### src/pkg/stm_pkg.sv
// Constants of the supply threshold monitor: command codes, reset values,
// status bit positions and tick timing.
// Assumes a 50 MHz core clock.
package stm_pkg;
  // ----------------------------------------
  // Command codes and threshold reset values
  // ----------------------------------------
  localparam logic [7:0] CMD_OUT_UV_WARN = 8'h43;
  localparam logic [7:0] CMD_IN_OV_FLT = 8'h55;
  localparam logic [7:0] CMD_IN_OV_WARN = 8'h57;
  localparam logic [7:0] CMD_IN_UV_FLT = 8'h59;
  localparam logic [7:0] CMD_STATUS_WORD = 8'h79;
  localparam logic [15:0] RST_OUT_UV_WARN = 16'h0095;
  localparam logic [15:0] RST_IN_OV_FLT = 16'h000e;
  localparam logic [15:0] RST_IN_OV_WARN = 16'h00a5;
  localparam logic [15:0] RST_IN_UV_FLT = 16'h008d;
  // ----------------------------------------
  // Status bit positions and alert mask bits
  // ----------------------------------------
  localparam int SB_SWITCH_OFF = 6;
  localparam int SB_IN_LOW = 3;
  localparam int SB_OTHER = 0;
  localparam int SW_OUT = 7;
  localparam int SW_IN = 5;
  localparam int SW_PNG = 3;
  localparam int SW_OTHER = 0;
  localparam int SO_LOW_WARN = 5;
  localparam int SI_HIGH_FLT = 7;
  localparam int SI_HIGH_WARN = 5;
  localparam int SI_LOW_FLT = 3;
  localparam int M2_PNG = 4;
  localparam int MASK_IN = 0;
  localparam int MASK_OUT = 1;
  localparam int MASK_PNG = 2;
  // ----------------------------------------
  // Hysteresis, event log and tick timing
  // ----------------------------------------
  localparam int HYST_MV = 250;
  localparam int FULL_SCALE_MV = 19420;
  localparam int FULL_CODE = 255;
  localparam int HYST_CODES = (HYST_MV * FULL_CODE + FULL_SCALE_MV - 1) / FULL_SCALE_MV;
  localparam int LOG_AW = 3;
  localparam int LOG_DW = 13;
  localparam int LOG_DEPTH = 7;
  localparam logic [2:0] LOG_LAST_PTR = 3'h6;
  localparam logic [7:0] EVT_IN_HIGH_WARN = 8'h05; // Arbitrary identifier value.
  localparam int CLK_FREQ_MHZ = 50;
  localparam int TICK_TIME_US = 1000;
  localparam int TICK_CYCLES_DEF = TICK_TIME_US * CLK_FREQ_MHZ;
endpackage

### src/pkg/stm_log_if.sv
// Write and read path between the monitor and its event-log memory.
// Assumes both ends run on the same clock.
`timescale 1ns/10ps
interface stm_log_if #(parameter int AW = 3, parameter int DW = 13);
  logic we;
  logic [AW-1:0] waddr;
  logic [DW-1:0] wdata;
  logic [AW-1:0] raddr;
  logic [DW-1:0] rdata;
  modport ctrl (output we, output waddr, output wdata, output raddr, input rdata);
  modport mem (input we, input waddr, input wdata, input raddr, output rdata);
endinterface

### src/stm_event_log.sv
// Small event-log memory with registered read data.
// Assumes writes arrive one word per cycle from the monitor.
`timescale 1ns/10ps
module stm_event_log #(
  parameter int AW = 3,
  parameter int DW = 13,
  parameter int DEPTH = 7
) (
  input logic clk,
  input logic reset_n,
  stm_log_if.mem lb
);
  import stm_pkg::*;

  typedef struct packed {
    logic [DEPTH-1:0][DW-1:0] mem;
    logic [DW-1:0] rd;
  } stm_log_st_t;

  stm_log_st_t st_ff;
  stm_log_st_t nxt_st;

  always_comb
  begin
    nxt_st = st_ff;
    if (lb.we && (int'(lb.waddr) < DEPTH))
    begin
      nxt_st.mem[lb.waddr] = lb.wdata;
    end
    nxt_st.rd = (int'(lb.raddr) < DEPTH) ? st_ff.mem[lb.raddr] : '0;
  end

  always_ff @(posedge clk or negedge reset_n)
  begin
    if (!reset_n)
    begin
      st_ff <= '0;
    end
    else
    begin
      st_ff <= nxt_st;
    end
  end

  assign lb.rdata = st_ff.rd;
endmodule // stm_event_log

### src/stm_monitor.sv
// Supply threshold monitor: threshold registers, fault and warning flags,
// status bytes, alert, power-good and switch control, event logging.
// Assumes a word-level command port fed by the management bus front end,
// ADC telemetry and overvoltage comparator levels synchronous to clk.
`timescale 1ns/10ps
module stm_monitor #(
  parameter int TICK_CYCLES = stm_pkg::TICK_CYCLES_DEF
) (
  input logic clk,
  input logic reset_n,
  input logic cmd_valid,
  input logic cmd_write,
  input logic [7:0] cmd_code,
  input logic [15:0] cmd_wdata,
  output logic cmd_ack_ff,
  output logic [15:0] cmd_rdata_ff,
  input logic [7:0] vin_adc,
  input logic [7:0] vout_adc,
  input logic ov_above_rise,
  input logic ov_below_fall,
  output logic [3:0] in_ov_dac_code_ff,
  input logic clear_faults,
  input logic [2:0] alert_mask,
  input logic general_pin_four_is_alert,
  input logic general_pin_one_is_pg,
  input logic [stm_pkg::LOG_AW-1:0] log_rd_addr,
  output logic [stm_pkg::LOG_DW-1:0] log_rd_data_ff,
  output logic switch_on_ff,
  output logic power_good_pin_ff,
  output logic bus_alert_n_ff,
  output logic [7:0] status_byte_ff,
  output logic [7:0] status_word_hi_ff,
  output logic [7:0] status_vout_ff,
  output logic [7:0] status_input_ff,
  output logic [7:0] vendor_status_reg_two_ff,
  output logic [7:0] event_log_pointer_timer_ff
);
  import stm_pkg::*;

  localparam int DIV_W = $clog2(TICK_CYCLES);
  localparam logic [DIV_W-1:0] DIV_LAST = DIV_W'(TICK_CYCLES - 1);
  localparam logic [8:0] HYST = 9'(HYST_CODES);

  // ----------------------------------------
  // State
  // ----------------------------------------
  typedef struct packed {
    logic [15:0] thr_ouvw;
    logic [15:0] thr_iovf;
    logic [15:0] thr_iovw;
    logic [15:0] thr_iuvf;
    logic uv_live;
    logic ov_live;
    logic f_iuv;
    logic f_iov;
    logic w_iov;
    logic w_ouv;
    logic [2:0] ptr;
    logic full;
    logic exp;
    logic [3:0] tick;
    logic [DIV_W-1:0] div;
    logic ack;
    logic [15:0] rdata;
    logic [7:0] sb;
    logic [7:0] sw;
    logic [7:0] so;
    logic [7:0] si;
    logic [7:0] m2;
    logic sw_on;
    logic pg;
    logic alert_n;
  } stm_st_t;

  stm_st_t st_ff;
  stm_st_t nxt_st;

  stm_log_if #(.AW(LOG_AW), .DW(LOG_DW)) lb ();

  stm_event_log #(.AW(LOG_AW), .DW(LOG_DW), .DEPTH(LOG_DEPTH)) u_log (
    .clk(clk),
    .reset_n(reset_n),
    .lb(lb)
  );

  // A latched flag: the set wins over a clear, and a clear only takes
  // effect in a cycle where the condition behind the flag has gone away.
  function automatic logic flag_next(logic f, logic set, logic hold, logic clr);
    flag_next = set | (f & ~(clr & ~hold));
  endfunction

  logic uv_below;
  logic uv_above;
  logic iovw_cond;
  logic ouvw_cond;
  logic log_evt;
  logic any_fault;
  logic alert;

  // ----------------------------------------
  // Next state
  // ----------------------------------------
  always_comb
  begin
    nxt_st = st_ff;
    // Command port: one word per request, answered the next cycle.
    nxt_st.ack = cmd_valid;
    if (cmd_valid && cmd_write)
    begin
      case (cmd_code)
        CMD_OUT_UV_WARN: nxt_st.thr_ouvw = cmd_wdata;
        CMD_IN_OV_FLT: nxt_st.thr_iovf = cmd_wdata;
        CMD_IN_OV_WARN: nxt_st.thr_iovw = cmd_wdata;
        CMD_IN_UV_FLT: nxt_st.thr_iuvf = cmd_wdata;
        default: nxt_st.thr_iuvf = st_ff.thr_iuvf;
      endcase
    end
    if (cmd_valid && !cmd_write)
    begin
      case (cmd_code)
        CMD_OUT_UV_WARN: nxt_st.rdata = st_ff.thr_ouvw;
        CMD_IN_OV_FLT: nxt_st.rdata = st_ff.thr_iovf;
        CMD_IN_OV_WARN: nxt_st.rdata = st_ff.thr_iovw;
        CMD_IN_UV_FLT: nxt_st.rdata = st_ff.thr_iuvf;
        CMD_STATUS_WORD: nxt_st.rdata = {st_ff.sw, st_ff.sb};
        default: nxt_st.rdata = 16'h0000;
      endcase
    end

    // Thresholds are compared on their low bits; the upper bits are kept
    // only so that a read returns what was written.
    uv_below = vin_adc < st_ff.thr_iuvf[7:0];
    uv_above = {1'b0, vin_adc} > ({1'b0, st_ff.thr_iuvf[7:0]} + HYST);
    iovw_cond = vin_adc > st_ff.thr_iovw[7:0];
    ouvw_cond = vout_adc < st_ff.thr_ouvw[7:0];

    // ----------------------------------------
    // Switch control with hysteresis
    // ----------------------------------------
    if (uv_below)
    begin
      nxt_st.uv_live = 1'b1;
    end
    else if (uv_above)
    begin
      nxt_st.uv_live = 1'b0;
    end
    if (ov_above_rise)
    begin
      nxt_st.ov_live = 1'b1;
    end
    else if (ov_below_fall)
    begin
      nxt_st.ov_live = 1'b0;
    end
    nxt_st.sw_on = ~(nxt_st.uv_live | nxt_st.ov_live);

    // ----------------------------------------
    // Latched flags
    // ----------------------------------------
    nxt_st.f_iuv = flag_next(st_ff.f_iuv, uv_below, nxt_st.uv_live, clear_faults);
    nxt_st.f_iov = flag_next(st_ff.f_iov, ov_above_rise, nxt_st.ov_live, clear_faults);
    nxt_st.w_iov = flag_next(st_ff.w_iov, iovw_cond, iovw_cond, clear_faults);
    nxt_st.w_ouv = flag_next(st_ff.w_ouv, ouvw_cond, ouvw_cond, clear_faults);

    // ----------------------------------------
    // Event log pointer and tick timer
    // ----------------------------------------
    if (st_ff.div == DIV_LAST)
    begin
      nxt_st.div = '0;
      nxt_st.tick = st_ff.tick + 4'h1;
      if (st_ff.tick == 4'hf)
      begin
        nxt_st.exp = 1'b1;
      end
    end
    else
    begin
      nxt_st.div = st_ff.div + DIV_W'(1);
    end
    if (clear_faults)
    begin
      nxt_st.ptr = 3'h0;
      nxt_st.full = 1'b0;
      nxt_st.exp = 1'b0;
      nxt_st.tick = 4'h0;
      nxt_st.div = '0;
    end
    // A new warning is logged even in a clear cycle, after the clear.
    log_evt = iovw_cond & ~st_ff.w_iov & ~nxt_st.full;
    if (iovw_cond && !st_ff.w_iov)
    begin
      nxt_st.tick = 4'h0;
      nxt_st.exp = 1'b0;
      nxt_st.div = '0;
    end
    if (log_evt)
    begin
      if (nxt_st.ptr < LOG_LAST_PTR)
      begin
        nxt_st.ptr = nxt_st.ptr + 3'h1;
      end
      else
      begin
        nxt_st.ptr = 3'h0;
        nxt_st.full = 1'b1;
      end
    end

    // ----------------------------------------
    // Status bytes from the next flags
    // ----------------------------------------
    any_fault = nxt_st.f_iuv | nxt_st.f_iov;
    nxt_st.sb = 8'h00;
    nxt_st.sw = 8'h00;
    nxt_st.so = 8'h00;
    nxt_st.si = 8'h00;
    nxt_st.m2 = 8'h00;
    nxt_st.sb[SB_SWITCH_OFF] = any_fault;
    nxt_st.sb[SB_IN_LOW] = nxt_st.f_iuv;
    nxt_st.sb[SB_OTHER] = any_fault | nxt_st.w_iov | nxt_st.w_ouv;
    nxt_st.sw[SW_OUT] = any_fault | nxt_st.w_ouv;
    nxt_st.sw[SW_IN] = any_fault | nxt_st.w_iov;
    nxt_st.sw[SW_PNG] = any_fault;
    nxt_st.sw[SW_OTHER] = any_fault;
    nxt_st.so[SO_LOW_WARN] = any_fault | nxt_st.w_ouv;
    nxt_st.si[SI_HIGH_FLT] = nxt_st.f_iov;
    nxt_st.si[SI_HIGH_WARN] = nxt_st.w_iov;
    nxt_st.si[SI_LOW_FLT] = nxt_st.f_iuv;
    nxt_st.m2[M2_PNG] = any_fault;

    // ----------------------------------------
    // Alert and power good
    // ----------------------------------------
    // A fault touches three alert groups, so it needs all of them open.
    alert = (any_fault & ~|alert_mask)
          | (nxt_st.w_iov & ~alert_mask[MASK_IN])
          | (nxt_st.w_ouv & ~alert_mask[MASK_OUT]);
    nxt_st.alert_n = ~(alert & general_pin_four_is_alert);
    nxt_st.pg = general_pin_one_is_pg & nxt_st.sw_on;
  end

  always_ff @(posedge clk or negedge reset_n)
  begin
    if (!reset_n)
    begin
      st_ff <= '0;
      st_ff.thr_ouvw <= RST_OUT_UV_WARN;
      st_ff.thr_iovf <= RST_IN_OV_FLT;
      st_ff.thr_iovw <= RST_IN_OV_WARN;
      st_ff.thr_iuvf <= RST_IN_UV_FLT;
      st_ff.alert_n <= 1'b1;
    end
    else
    begin
      st_ff <= nxt_st;
    end
  end

  // ----------------------------------------
  // Outputs
  // ----------------------------------------
  assign lb.we = log_evt;
  assign lb.waddr = st_ff.ptr;
  assign lb.wdata = {EVT_IN_HIGH_WARN, st_ff.exp, st_ff.tick};
  assign lb.raddr = log_rd_addr;
  assign log_rd_data_ff = lb.rdata;
  assign cmd_ack_ff = st_ff.ack;
  assign cmd_rdata_ff = st_ff.rdata;
  assign in_ov_dac_code_ff = st_ff.thr_iovf[3:0];
  assign switch_on_ff = st_ff.sw_on;
  assign power_good_pin_ff = st_ff.pg;
  assign bus_alert_n_ff = st_ff.alert_n;
  assign status_byte_ff = st_ff.sb;
  assign status_word_hi_ff = st_ff.sw;
  assign status_vout_ff = st_ff.so;
  assign status_input_ff = st_ff.si;
  assign vendor_status_reg_two_ff = st_ff.m2;
  assign event_log_pointer_timer_ff = {st_ff.ptr, st_ff.exp, st_ff.tick};
endmodule // stm_monitor
### config.mk
export PLATFORM = sky130hd
export DESIGN_NAME = stm_monitor
export DESIGN_NICKNAME = d
export VERILOG_FILES = /design/src/pkg/stm_pkg.sv /design/src/pkg/stm_log_if.sv /design/src/stm_event_log.sv /design/src/stm_monitor.sv
export SDC_FILE = /design/constraint.sdc
export NUM_CORES = 1
export LEC_CHECK = 0
export ABC_AREA = 1
export BUFFER_PORTS_ARGS = -buffer_cell sky130_fd_sc_hd__buf_2
export CELL_PAD_IN_SITES_DETAIL_PLACEMENT = 2
export CELL_PAD_IN_SITES_GLOBAL_PLACEMENT = 2
export CORE_MARGIN = 5
export CORE_UTILIZATION = 34
export DETAILED_ROUTE_END_ITERATION = 10
export PLACE_DENSITY = 0.78
export SKIP_LAST_GASP = 1
export SYNTH_ARGS = -nofsm -noshare
export SYNTH_HDL_FRONTEND = slang
export SYNTH_SLANG_ARGS = --single-unit
### constraint.sdc
create_clock -name clk -period 2.5 [get_ports clk]
set_input_delay 0.25 -clock clk [delete_from_list [all_inputs] [get_ports clk]]
set_output_delay 0.25 -clock clk [all_outputs]
set_load 0.03 [all_outputs]
Word level (Yosys, flattened, before mapping). Cells that the tools add are included.

Register bits: 231. Latch bits: 0. Bits in writable memories: 0. Bits in read-only memories: 0. Input bits: 55. Memories: 0.

$add $sub $neg: 4. Multipliers: 0. Div/mod/pow operators: 0. Magnitude comparators: 10. Equality and inequality tests: 7. Shifts and indexed selects: 0. Muxes and demuxes: 19. Bitwise logic cells: 40. Reductions and logical operators: 16.

Operators by type and width (count): $bwmux 91 (1); $pmux 16 s5 (1); $eq 8x7->1 const B (5); $bmux 13 s3 (1); $demux 13 s3 (1); $mux 13 (3); $mux 25 (1); $mux 21 (1); $add 16x1->16 const B (1); $eq 16x16->1 const B (1); $lt 8x8->1 (2); $mux 16 (1); $and 1x1->1 (15); $not 1->1 (14); $or 1x1->1 (11); $reduce_and 2->1 (5); $add 8x3->9 const B (1); $gt 8x9->1 (1); $lt 3x3->1 const B (3); $gt 8x8->1 (1); $lt 3x4->1 const B (2); $mux 1 (6); $reduce_bool 3->1 (2); $logic_and 1x1->1 (5); other kinds (9) (11).

Longest topological paths before layout. Gate-level depths: netlist of the first run.

Depth in word-level cells: 15. Gate-level depth with buffers: 19. Mapped depth without buffers: 19.

By module. A second synthesis of the first run with hierarchy kept.

Cells, all modules: 1428. Area, all modules: 11438.5 um2.

Modules (own cells, without submodules): stm_monitor (times used 1, cells an instance 808, area an instance 6657.6 um2, seq. area each 2997.9 um2); stm_event_log (times used 1, cells an instance 620, area an instance 4780.8 um2, seq. area each 2602.5 um2).

Worst setup path before layout of the first run. No wires, ideal clock.

Path type: flip-flop to flip-flop. From: register st_ff[93] in the netlist's numbering. To: register st_ff, in the netlist status_vout_ff[5]. Library setup time: 127 ps. Data arrival time: 2130 ps. Slack: 242 ps. Cell stages (with the launch flop): 16. Buffers on the path: 0. Cells stage by stage: dfstp_2 ha_1 nand3_1 xor2_1 ha_1 nand2_1 nor2_1 nand4_1 o31ai_1 inv_1 nand2_1 nand2_1 nand2_1 nand2_1 nand3_1 or2_2.

RTL lines: start, declared (RTL line stm_monitor.sv:75) `stm_st_t st_ff;`; start signal, assigned (RTL line stm_monitor.sv:257) `st_ff <= nxt_st;`.

Final worst setup path of the first run.
From: register st_ff[114] in the netlist's numbering. To: register u_log.st_ff[40] in the netlist's numbering.

Cells in the longest elaborated chain, start to end: 4.

RTL lines: $gt 8x8->1 (RTL line stm_monitor.sv:134) `iovw_cond = vin_adc > st_ff.thr_iovw[7:0];`; $and 1x1->1 (2 in a row) (RTL line stm_monitor.sv:191) `log_evt = iovw_cond & ~st_ff.w_iov & ~nxt_st.full;`; $logic_and 1x1->1 (RTL line stm_event_log.sv:26) `if (lb.we && (int'(lb.waddr) < DEPTH))`; end signal, assigned (RTL line stm_event_log.sv:41) `st_ff <= nxt_st;`; end, declared (RTL line stm_event_log.sv:20) `stm_log_st_t st_ff;`.

Every way passes these cells. A chain may end at the register's enable or synchronous reset.

==> results of run 1 <==
[per-stage QoR]
step | power (W) | std cells | setup TNS [ns] | setup slack (ns) | hold WS, ns
after floorplan | 0.00351 | 1095 | 0 | 0.242 | -0.0456
after global placement | 0.00369 | 1436 | 0 | 0.0828 | 0.284
after detailed placement | 0.00373 | 1436 | -0.0368 | -0.0368 | 0.289
after CTS | 0.00648 | 1474 | -0.0648 | -0.0328 | 0.0536
after global routing | 0.00677 | 1495 | -2.22 | -0.124 | 0.0686
final | 0.00652 | 1495 | -0.0293 | -0.0170 | 0.0663
[per-layer routing]
metal,wire length (µm),vias to the layer above,GRT usage
li1,-,3492,-
met5,0,-,0
met2,14900,167,0.333
met4,491,0,0.0506
met1,13500,3892,0.258
met3,1290,41,0.0356
[final timing paths]
| kind | endpoint | slack [ns] | cells after the start |
|---|---|---|---|
| min in group asynchronous | u_log.st_ff[92] | 0.35 | 2 |
| hold / removal | power_good_pin_ff | 0.07 | 2 |
| max in group asynchronous | st_ff[98] | 1.43 | 3 |
| setup / recovery | u_log.st_ff[40] | -0.02 | 13 |
| hold reg to reg | u_log.st_ff[59] | 0.46 | 2 |
| setup reg to reg | u_log.st_ff[40] | -0.02 | 13 |
[cells in the final DEF, fill, tap and decap left out, types with 7 or more instances in the layout]
cell type and n:
a21oi_1 43, buf_4 23, conb_1 34, nor2_1 76, o211ai_1 8, nand3_1 31
dfrtp_1 151, nand2_2 10, buf_2 104, clkbuf_16 18, o21ai_0 109, inv_6 7
ha_1 29, dfstp_2 16, nor3_1 8, inv_1 109, nand4_1 17, o21ai_1 28
or2_2 7, nand2_1 241
[cells by family after synthesis]
group / after synthesis
buffers and inverters: 231
DFF: 167
xor gates and xnor gates: 7
and+or+nand+nor: 414
AOI/OAI and AO/OA: 209
other: 1
adders and majority gates: 33
[flip-flops by register name, indices dropped and copies added (netlist names)]
signal / flops
switch_on_ff: 1
status_vout_ff: 1
in_ov_dac_code_ff: 4
power_good_pin_ff: 1
st_ff: 80
status_byte_ff: 1
u_log.st_ff: 42
cmd_ack_ff: 1
cmd_rdata_ff: 16
status_input_ff: 3
u_log.lb.rdata: 6
bus_alert_n_ff: 1
status_word_hi_ff: 2
lb.waddr: 3
event_log_pointer_timer_ff: 5
[final cells by class]
| cell class | instances | area, µm² | share of cell area |
|---|---|---|---|
| Clock buffer | 17 | 425 | 0.0414 |
| Clock inverter | 15 | 173 | 0.0168 |
| Inverter | 120 | 459 | 0.0446 |
| Multi-Input combinational cell | 702 | 3720 | 0.362 |
| Sequential cell | 167 | 4200 | 0.408 |
| Tap cell | 335 | 419 | 0.0407 |
| Timing Repair Buffer | 139 | 886 | 0.0861 |
[where the power goes]
group          internal, W  total [W]  switching [W]
clock network      0.00136    0.00273        0.00137
registers          0.00285    0.00294      0.0000901
logic             0.000266   0.000845       0.000579
total              0.00447    0.00652        0.00204
[what timing repair did]
item	4_1_cts	5_1_grt
hold buffers	3	0
gates resized for setup	6	28
cloned	0	6
pin swaps	0	14
buffers inserted	3	15
endpoints found under the setup margin	13	58
endpoints found under the hold margin	56	0
==> results by group, run 1 <==
Power
  – Leakage: 5.08 nW
  – Worst VDD drop: 0.359 mV
  – Pwr/cell area: between 600 and 700 nW/µm²

Min path
  – Worst hold path class: in -> reg
  – Hold Startpoint: general_pin_one_is_pg

CTS
  – H-tree level count: 4
  – CTS Buf Count: 17
  – Root Buffer: clkbuf_16
  – Clk_lat worst skew: around 0.45 ns
  – Clock slew at reported path FFs: 0.08 ns
  – CTS max path bufs: 2
  – CTS tree: built
  – Clock sink count: 167

Worst setup path
  – Crit path kind: reg -> reg
  – CP delay by family, top: simple AND/OR/NAND/NOR gates
  – Critical R2R Launch: st_ff[114]
  – WP data required: 2.81 ns
  – Crit path buffers/inverters: 3
  – Arr. time, crit path: 2.83 ns
  – Setup crit start kind: flip-flop
  – Crit-path cells: inv_2 > ha_4 > nand2_2 > nor2_2 > nand2_1 > o211ai_1 > nand2_2 > nor2_4 > buf_4 > nand2_8 > buf_12 > o21ai_0 > nand2_1
  – CP startpoint: st_ff[114]
  – Max incr delay on CP: 0.57 ns
  – Critical-path top delay cell: dfstp_2
  – CP Max Fanout: 6
  – Critical Path Sink Type: flip-flop

Place
  – Routability-driven placement congestion ratio: around 0.76
  – DP Area: 9290 µm²
  – DP HPWL: 20.0 mm
  – Port bufs: 105

Flow run
  – Number of max-cap violations: 0

Synthesis
  – Ys async rst share: 1.00
  – Post-synth top area share: 0.428
  – Area contributors post-synth: dfrtp_1, nand2_1, buf_4
  – Synthesized area: 8830 µm²
  – Synth Register Bits: between 150 and 200
  – Most common cell in the netlist: nand2_1
  – Synth Area in Adders: 0.0468
  – Post-Syn Instances: 1062
  – Simple logic cell fraction of the synthesized area: 0.207
  – Synth Area in Compound Gates: 0.127
  – Multiplexer share of the synthesized area: 0
  – Average cell area after synthesis: a little over 8 µm²
  – Synth warnings: 0
  – Synth top cells by count: nand2_1, dfrtp_1, inv_1
  – Post-synth top area cell: dfrtp_1
  – Largest family of logic cells by synthesized area: simple AND/OR/NAND/NOR gates
  – Post-Synth XOR/XNOR Area: 0.00694
  – EDFF count, synth: 0
  – Yosys cell types: 46
  – Seq/Total Area, Yosys: 0.476
  – Ys flop type: dfrtp_1

Run status
  – Failing checks: negative setup slack
  – Status: finished with violations

Detailed routing
  – Initial drt markers: between 300 and 400
  – Wirelength, routed: 30.2 mm
  – Remaining DRCs: 0
  – Vias: 7592
  – Vias per cell: 5.08
  – Antenna Violating Nets Remaining: 0
  – Pre-Repair DR Iteration Count: 5
  – Wire per inst: 20.2 µm

Floorplan
  – Die ar.: roughly 29000 µm²
  – Die Y: 171 µm
  – Starting Density: 0.342
  – Std cell rows: 59
  – Io pins: 140
  – Total core area: ~26000 µm²
  – Width of the die: 171 µm

Timing
  – Setup Skew: 0.0174 ns
  – Slew margin rel.: 0.229
  – Slew Limit Fails: 0
  – Setup slack after layout: -0.0170 ns
  – Max Fclk: between 300 and 400 MHz
  – Final period util: 1.01
  – Minimum clock period: 2.52 ns
  – Unrepaired setup endpoints after global routing: yes
  – Setup violations, final: 3
  – Worst Tran Pin Value: 1.16 ns
  – Fin. Hold Viols: 0

Cells and area
  – # nets final: 1235
  – Layout cells sized above 1: 0.209
  – Ant diodes: 0
  – Post-route cell area: 10300 µm²
  – Filler cells: 2961
  – Final core utilization: 0.398
  – Area Growth Syn to Fin: 16.5%

Global route
  – Initial antenna violation count: 0
  – Vias in the first global route: around 8000
  – Gr ovfl total: 0
  – Largest net degree at the start of global routing: between 50 and 60
  – First-pass GRT wire length: 44.7 mm
  – Total track usage: 0.196
No activity file was read; power rests on OpenSTA's default activity.
==> run 2, diff against run 1 <==
--- a/config.mk
+++ b/config.mk
@@ -10,10 +10,11 @@
 export CELL_PAD_IN_SITES_DETAIL_PLACEMENT = 2
 export CELL_PAD_IN_SITES_GLOBAL_PLACEMENT = 2
 export CORE_MARGIN = 5
-export CORE_UTILIZATION = 34
+export CORE_UTILIZATION = 35
 export DETAILED_ROUTE_END_ITERATION = 10
-export PLACE_DENSITY = 0.78
+export PLACE_DENSITY = 0.79
 export SKIP_LAST_GASP = 1
 export SYNTH_ARGS = -nofsm -noshare
 export SYNTH_HDL_FRONTEND = slang
+export SYNTH_HIERARCHICAL = 1
 export SYNTH_SLANG_ARGS = --single-unit
==> run 2 against run 1 <==
  * Sequential share of layout area increased by 0.17 points
  * Largest cell class unchanged
  * The run still ends with negative setup slack left
  * Die area rose by 24%
  * Power is 41% higher
  * Combinational power increased by 30%
  * Clock skew shrank 0.0022 ns
  * Via count grew 30%
  * Synthesized cell count up 34%
  * Sequential cell count increased by 56
  * Critical path depth rose by 3
==> results by group, run 2 <==
Cells and area
  – Filler cells: 3710 (+25%)
  – Layout cells sized above 1: 0.205 (-0.00361)
  – Number of flip-flops in the largest register: 91 (+14%)
  – Fin cells: 1998 (+34%)
  – Commonest non-fill, non-tap cell in the layout: nand2_1
  – Final core utilization: 0.422 (+0.0240)
  – Ant diodes: 0 (unchanged)
  – Most frequent cells in the layout: nand2_1, dfrtp_1, inv_1
  – # nets final: 1624 (+31%)
  – Most flops, register: u_log/st_ff
  – Area Growth Syn to Fin: 19.4%

Detailed routing
  – Wire per inst: 19.7 µm (-2.6%)
  – Pre-Repair DR Iteration Count: 5 (unchanged)
  – Wirelength, routed: 39.4 mm (+30%)
  – Antenna Violating Nets Remaining: 0 (unchanged)
  – Initial drt markers: 457 (+32%)
  – Vias: 9901 (+30%)
  – Vias per cell: 4.96 (-2.4%)
  – Remaining DRCs: 0 (unchanged)

Synthesis
  – Ys flop type: dfrtp_1
  – Most common cell in the netlist: nand2_1
  – Ys async rst share: 1.00 (unchanged)
  – Post-synth top area share: 0.453 (+0.0249)
  – Synth warnings: 6 (+6)
  – EDFF count, synth: 0 (unchanged)
  – Post-Syn Instances: 1428 (+34%)
  – Synth Register Bits: 223 (+34%)
  – Seq/Total Area, Yosys: 0.490 (+0.0141)
  – Average cell area after synthesis: 8.01 µm² (-3.7%)
  – Post-synth top area cell: dfrtp_1
  – Area contributors post-synth: dfrtp_1, nand2_1, o21ai_0
  – Synthesized area: 11400 µm² (+30%)
  – Synth top cells by count: nand2_1, dfrtp_1, inv_1
  – Yosys cell types: 46 (unchanged)

Timing
  – Min Hold Slack: 0.0270 ns (-0.0393 ns)
  – Fin. Hold Viols: 0 (unchanged)
  – Slew Limit Fails: 0 (unchanged)
  – Slew margin rel.: 0.531 (+0.302)
  – Worst Tran Pin Value: 0.698 ns (-0.458 ns)
  – Max Fclk: 394 MHz (-0.93%)
  – Setup slack after layout: -0.0406 ns (-0.0236 ns)
  – Setup Skew: 0.0153 ns (-0.00218 ns)
  – Minimum clock period: 2.54 ns (+0.0236 ns)
  – Unrepaired setup endpoints after global routing: yes
  – Setup violations, final: 14 (+11)
  – Final period util: 1.02 (+0.00943)

Worst setup path
  – Setup crit start kind: flip-flop
  – Reg2reg path depth: 16 (+3)
  – Reg2Reg Setup Slack: -0.04 ns (-0.02 ns)
  – Reg2Reg Capture Point: u_log/st_ff[91]
  – Arr. time, crit path: 2.94 ns (+0.11 ns)
  – WP data required: 2.90 ns (+0.09 ns)
  – Critical R2R Launch: st_ff[112]
  – Critical Path Sink Type: flip-flop
  – Crit path kind: reg -> reg
  – CP startpoint: st_ff[112]
  – CP Max Fanout: 7 (+1)

Global route
  – Largest net degree at the start of global routing: 76 (+29%)
  – First-pass GRT wire length: 60.9 mm (+36%)
  – Initial antenna violation count: 0 (unchanged)
  – Gr ovfl total: 0 (unchanged)
  – Vias in the first global route: 11300 (+39%)
  – Total track usage: 0.208 (+0.0128)

Min path
  – Worst Hold End: st_ff[143]
  – Hold Startpoint: cmd_wdata[4]
  – Worst hold path class: in -> reg
  – Hold depth: 3 (+1)

Place
  – DP HPWL: 26.6 mm (+33%)
  – Port bufs: 111 (+5.7%)
  – Placed Cells: 1929 (+34%)
  – Routability-driven placement congestion ratio: 0.782 (+3.4%)

Floorplan
  – Die Y: 191 µm (+11%)
  – Total core area: 32400 µm² (+25%)
  – Starting Density: 0.353 (+0.0116)
  – Std cell rows: 66 (+12%)
  – Width of the die: 191 µm (+11%)
  – Die ar.: 36400 µm² (+24%)
  – Io pins: 140 (unchanged)

CTS
  – H-tree level count: 1 (-3)
  – CTS max path bufs: 3 (+1)
  – CTS Buf Count: 27 (+10)
  – Clock sink count: 223 (+34%)
  – Clock slew at reported path FFs: 0.06 ns (-0.02 ns)
  – Clk_lat worst skew: 0.53 ns (+0.08 ns)
  – Root Buffer: clkbuf_16
  – CTS tree: built

Power
  – Pwr/cell area: 674 nW/µm² (+6.4%)
  – Leakage: 6.84 nW (+35%)
  – Worst VDD drop: 0.441 mV (+23%)

Run status
  – Failing checks: negative setup slack
  – Status: finished with violations

Flow run
  – Number of max-cap violations: 0 (unchanged)
==> run 2: changes by cell type in the layout (fill, tap and decap cells not counted), sizes merged, moves of 3 or more <==
cell	previous run	this run
clkbuf	18	36
nand2	254	467
o211ai	8	4
or2	10	4
nand3	34	69
inv	125	186
a21oi	45	17
bufinv	0	4
dfrtp	151	207
nor4	0	4
xor2	6	9
nor2	89	49
o21ai	139	188
buf	135	166
==> run 2: worst max-delay path by stage <==
stage | endpoint
after floorplan | u_log/st_ff[92]
after global placement | u_log/st_ff[95]
after detailed placement | u_log/st_ff[13]
after CTS | u_log/st_ff[97]
after global routing | status_byte_ff[0]
final | u_log/st_ff[91]
==> run 2: report_power, final <==
group	internal [W]	switching [W]	total (W)
registers	0.00384	0.000144	0.00399
clock network	0.00253	0.00159	0.00412
logic	0.000339	0.000763	0.00110
==> run 2: worst max-delay path, stage by stage, from the launching register on <==
cell      delay (ns)
dfstp_2         0.56
inv_2           0.06
ha_4            0.27
nand2_2         0.05
nor2_2          0.12
nand2_1         0.07
o211ai_1        0.11
nand2_2         0.14
nor2_4          0.15
nand2_2         0.08
inv_2           0.09
inv_2           0.05
nor2_4          0.18
nand3_4         0.16
buf_12          0.20
nand2_1         0.06
o21ai_1         0.06
==> run 2: repair_timing <==
item,CTS,global route
buffers inserted,4,8
endpoints found under the setup margin,94,96
hold buffers,5,0
pin swaps,11,18
gates resized for setup,21,57
gates cloned,0,3
hold endpoints to repair,58,0
==> run 2: logic make-up (layout without fill, tap and decap cells) <==
family / after synthesis / after routing / synth area share
other: 2 / 36 / 0.000657
flip-flops: 223 / 223 / 0.490
XOR/XNOR: 10 / 10 / 0.00766
adder cells (fa/ha/maj): 33 / 33 / 0.0361
AO/OA/AOI/OAI: 227 / 227 / 0.105
buffers and inverters: 314 / 408 / 0.134
AND/OR/NAND/NOR: 619 / 619 / 0.227
==> run 2: per-layer routing <==
layer	GRT usage	wire length, µm	up-vias
met1	0.264	17200	5101
met3	0.0300	1330	48
met5	0	0	-
met4	0.0359	622	0
met2	0.383	20200	147
li1	-	-	4605
==> run 2: layout make-up <==
cell class              instances  area [µm²]  area share
inverters                     186         698      0.0511
flip-flops and latches        223        5600       0.410
clock buffers                  34         752      0.0550
multi-input cells             925        4650       0.340
clock inverters                15         180      0.0132
well taps                     442         553      0.0405
repair buffers                173        1230      0.0898
==> run 2: metrics by stage <==
stage	setup slack (ns)	TNS (ns)	area (µm²)	power, W
4_1_cts	-0.0138	-0.0367	13400	0.00928
2_1_floorplan	0.188	0	11600	0.00472
5_1_grt	-0.140	-5.10	13700	0.00965
3_5_place_dp	-0.0945	-4.36	12300	0.00509
6_report	-0.0406	-0.262	13700	0.00921
3_3_place_gp	0.0582	0	12300	0.00501
==> run 3, diff against run 2 <==
--- a/config.mk
+++ b/config.mk
@@ -12,6 +12,7 @@
 export CORE_MARGIN = 5
 export CORE_UTILIZATION = 35
 export DETAILED_ROUTE_END_ITERATION = 10
+export HOLD_SLACK_MARGIN = 0.1
 export PLACE_DENSITY = 0.79
 export SKIP_LAST_GASP = 1
 export SYNTH_ARGS = -nofsm -noshare
==> run 3 against run 2 <==
  * The run still ends with negative setup slack left
  * Global-route usage up 0.50 points
  * Sequential share of layout area shrank 0.85 points
  * Design area increased by 2.1%
  * Sequential power about the same
  * Utilization increased by 0.90 points
  * Count of clock-buffer cells in the layout unchanged
  * Non-clock buffer count up 22
  * Cell count up 1.1%
  * Register-to-register slack worse by 0.13 ns
  * Die area did not move
  * Critical path depth unchanged
  * Combinational power grew 5%
  * Critical endpoint is now u_log/st_ff[102]
==> results by group, run 3 (synthesis results as in run 2) <==
CTS
  – Clk_lat worst skew: 0.54 ns (about the same)
  – Clock sink count: 223 (unchanged)
  – CTS tree: built
  – H-tree level count: 1 (unchanged)
  – CTS Buf Count: 27 (unchanged)
  – Clock slew at reported path FFs: 0.06 ns (about the same)
  – CTS max path bufs: 3 (unchanged)
  – Root Buffer: clkbuf_16

Timing
  – Setup violations, final: 77 (+63)
  – Max Fclk: 375 MHz (-4.8%)
  – Final period util: 1.07 (+0.0512)
  – Minimum clock period: 2.67 ns (+0.128 ns)
  – Fin. Hold Viols: 0 (unchanged)
  – Unrepaired setup endpoints after global routing: yes
  – Min Hold Slack: 0.140 ns (+0.113 ns)
  – Slew Limit Fails: 0 (unchanged)
  – Setup Skew: 0.0183 ns (+0.00301 ns)
  – Setup slack after layout: -0.168 ns (-0.128 ns)
  – Worst Tran Pin Value: 0.689 ns (-0.00952 ns)
  – Slew margin rel.: 0.537 (+0.00640)

Worst setup path
  – Reg2reg path depth: 16 (unchanged)
  – CP Max Fanout: 6 (-1)
  – Reg2Reg Capture Point: u_log/st_ff[102]
  – Reg2Reg Setup Slack: -0.17 ns (-0.13 ns)
  – WP data required: 2.90 ns (about the same)
  – Arr. time, crit path: 3.07 ns (+0.13 ns)
  – Critical Path Sink Type: flip-flop
  – Crit path kind: reg -> reg
  – Critical R2R Launch: st_ff[112]
  – CP startpoint: st_ff[112]
  – Setup crit start kind: flip-flop

Detailed routing
  – Antenna Violating Nets Remaining: 0 (unchanged)
  – Pre-Repair DR Iteration Count: 6 (+1)
  – Wirelength, routed: 41.7 mm (+6.0%)
  – Initial drt markers: 437 (-4.4%)
  – Vias per cell: 4.99 (+0.69%)
  – Remaining DRCs: 0 (unchanged)
  – Wire per inst: 20.6 µm (+4.8%)
  – Vias: 10100 (+1.8%)

Power
  – Pwr/cell area: 665 nW/µm² (-1.3%)
  – Leakage: 6.98 nW (+2.1%)
  – Total power: 0.00928 W (+0.80%)
  – Worst VDD drop: 0.418 mV (-5.1%)

Cells and area
  – Layout cells sized above 1: 0.205 (+0.000310)
  – Commonest non-fill, non-tap cell in the layout: nand2_1
  – Final core utilization: 0.431 (+0.00897)
  – Ant diodes: 0 (unchanged)
  – Area Growth Syn to Fin: 22.0%
  – # nets final: 1646 (+1.4%)
  – Number of flip-flops in the largest register: 91 (unchanged)
  – Most flops, register: u_log/st_ff
  – Most frequent cells in the layout: nand2_1, dfrtp_1, inv_1

Floorplan
  – Io pins: 140 (unchanged)
  – Total core area: 32400 µm² (unchanged)
  – Die ar.: 36400 µm² (unchanged)
  – Std cell rows: 66 (unchanged)
  – Die Y: 191 µm (unchanged)
  – Starting Density: 0.353 (unchanged)
  – Width of the die: 191 µm (unchanged)

Min path
  – Hold Startpoint: log_rd_addr[2]
  – Hold depth: 3 (unchanged)
  – Worst hold path class: in -> reg
  – Worst Hold End: u_log/lb.rdata[6]

Global route
  – Initial antenna violation count: 0 (unchanged)
  – Met2 Track Usage GR: 0.394 (+0.0111)
  – Total track usage: 0.214 (+0.00504)
  – Met1 Usage GRT: 0.265 (+0.000520)
  – Gr ovfl total: 0 (unchanged)
  – First-pass GRT wire length: 62.3 mm (+2.3%)
  – Vias in the first global route: 11500 (+1.9%)
  – Gr busiest metal: met2
  – Largest net degree at the start of global routing: 76 (unchanged)
  – GR Util met3: 0.0319 (+0.00183)

Run status
  – Failing checks: negative setup slack
  – Status: finished with violations

Flow run
  – Number of max-cap violations: 0 (unchanged)

Place
  – Port bufs: 111 (unchanged)
  – Routability-driven placement congestion ratio: 0.782 (unchanged)
  – DP HPWL: 26.6 mm (unchanged)
==> run 3: cell count changes in the layout (fill, tap and decap cells not counted), sizes merged <==
cell,before,now
dlygate4sd3,5,25
clkbuf,36,38
==> run 3: area by class of cell <==
| type | count | area, µm² |
|---|---|---|
| fill | 3662 | 18400 |
| tap | 442 | 553 |
| inverter | 186 | 698 |
| clock buffer | 34 | 752 |
| timing repair buffer | 195 | 1490 |
| sequential | 223 | 5600 |
| clock inverter | 15 | 180 |
| multi-input combinational | 925 | 4680 |
==> run 3: worst max path at each step <==
| stage | end | slack [ns] | cells after the start |
|---|---|---|---|
| after floorplan | u_log/st_ff[92] | 0.19 | 16 |
| after global placement | u_log/st_ff[95] | 0.06 | 16 |
| after detailed placement | u_log/st_ff[13] | -0.09 | 16 |
| after CTS | u_log/st_ff[97] | -0.01 | 16 |
| after global routing | u_log/st_ff[102] | -0.26 | 16 |
| final | u_log/st_ff[102] | -0.17 | 16 |
==> run 3: stage by stage <==
step / TNS, ns / area, µm² / std cells / setup slack [ns]
2_1_floorplan: 0 / 11600 / 1462 / 0.188
3_3_place_gp: 0 / 12300 / 1929 / 0.0582
3_5_place_dp: -4.36 / 12300 / 1929 / -0.0945
4_1_cts: -0.0367 / 13600 / 2007 / -0.0138
5_1_grt: -13.04 / 14000 / 2020 / -0.255
6_report: -4.69 / 14000 / 2020 / -0.168
==> run 3: power breakdown <==
part	total, W	internal (W)	switching (W)
Combinational	0.00115	0.000363	0.000783
Sequential	0.00399	0.00384	0.000147
Clock	0.00415	0.00253	0.00162
==> run 3: critical path, stage by stage, from the launching register on <==
cell       delay, ns
dfstp_2         0.56
inv_2           0.07
ha_4            0.28
nand2_2         0.07
nor2_4          0.14
nand2_2         0.07
o211ai_1        0.11
nand2_2         0.13
nor2_4          0.15
nand2_2         0.08
inv_2           0.10
inv_2           0.05
nor2_4          0.20
nand3_4         0.17
clkbuf_16       0.21
nand2_2         0.06
o21ai_1         0.08
==> run 3: metal layers <==
metal	vias up	wire (µm)
met2	184	21500
met3	67	1410
li1	4653	-
met1	5175	17800
met5	-	0
met4	0	956
==> run 3: what timing repair did <==
item                       in CTS  in global routing
gates resized for setup        21                 74
setup endpoints to repair      94                 96
hold buffers                   25                  0
gates cloned                    0                  5
pin swaps                      11                 17
buffers inserted                4                  8
hold endpoints to repair      121                  0
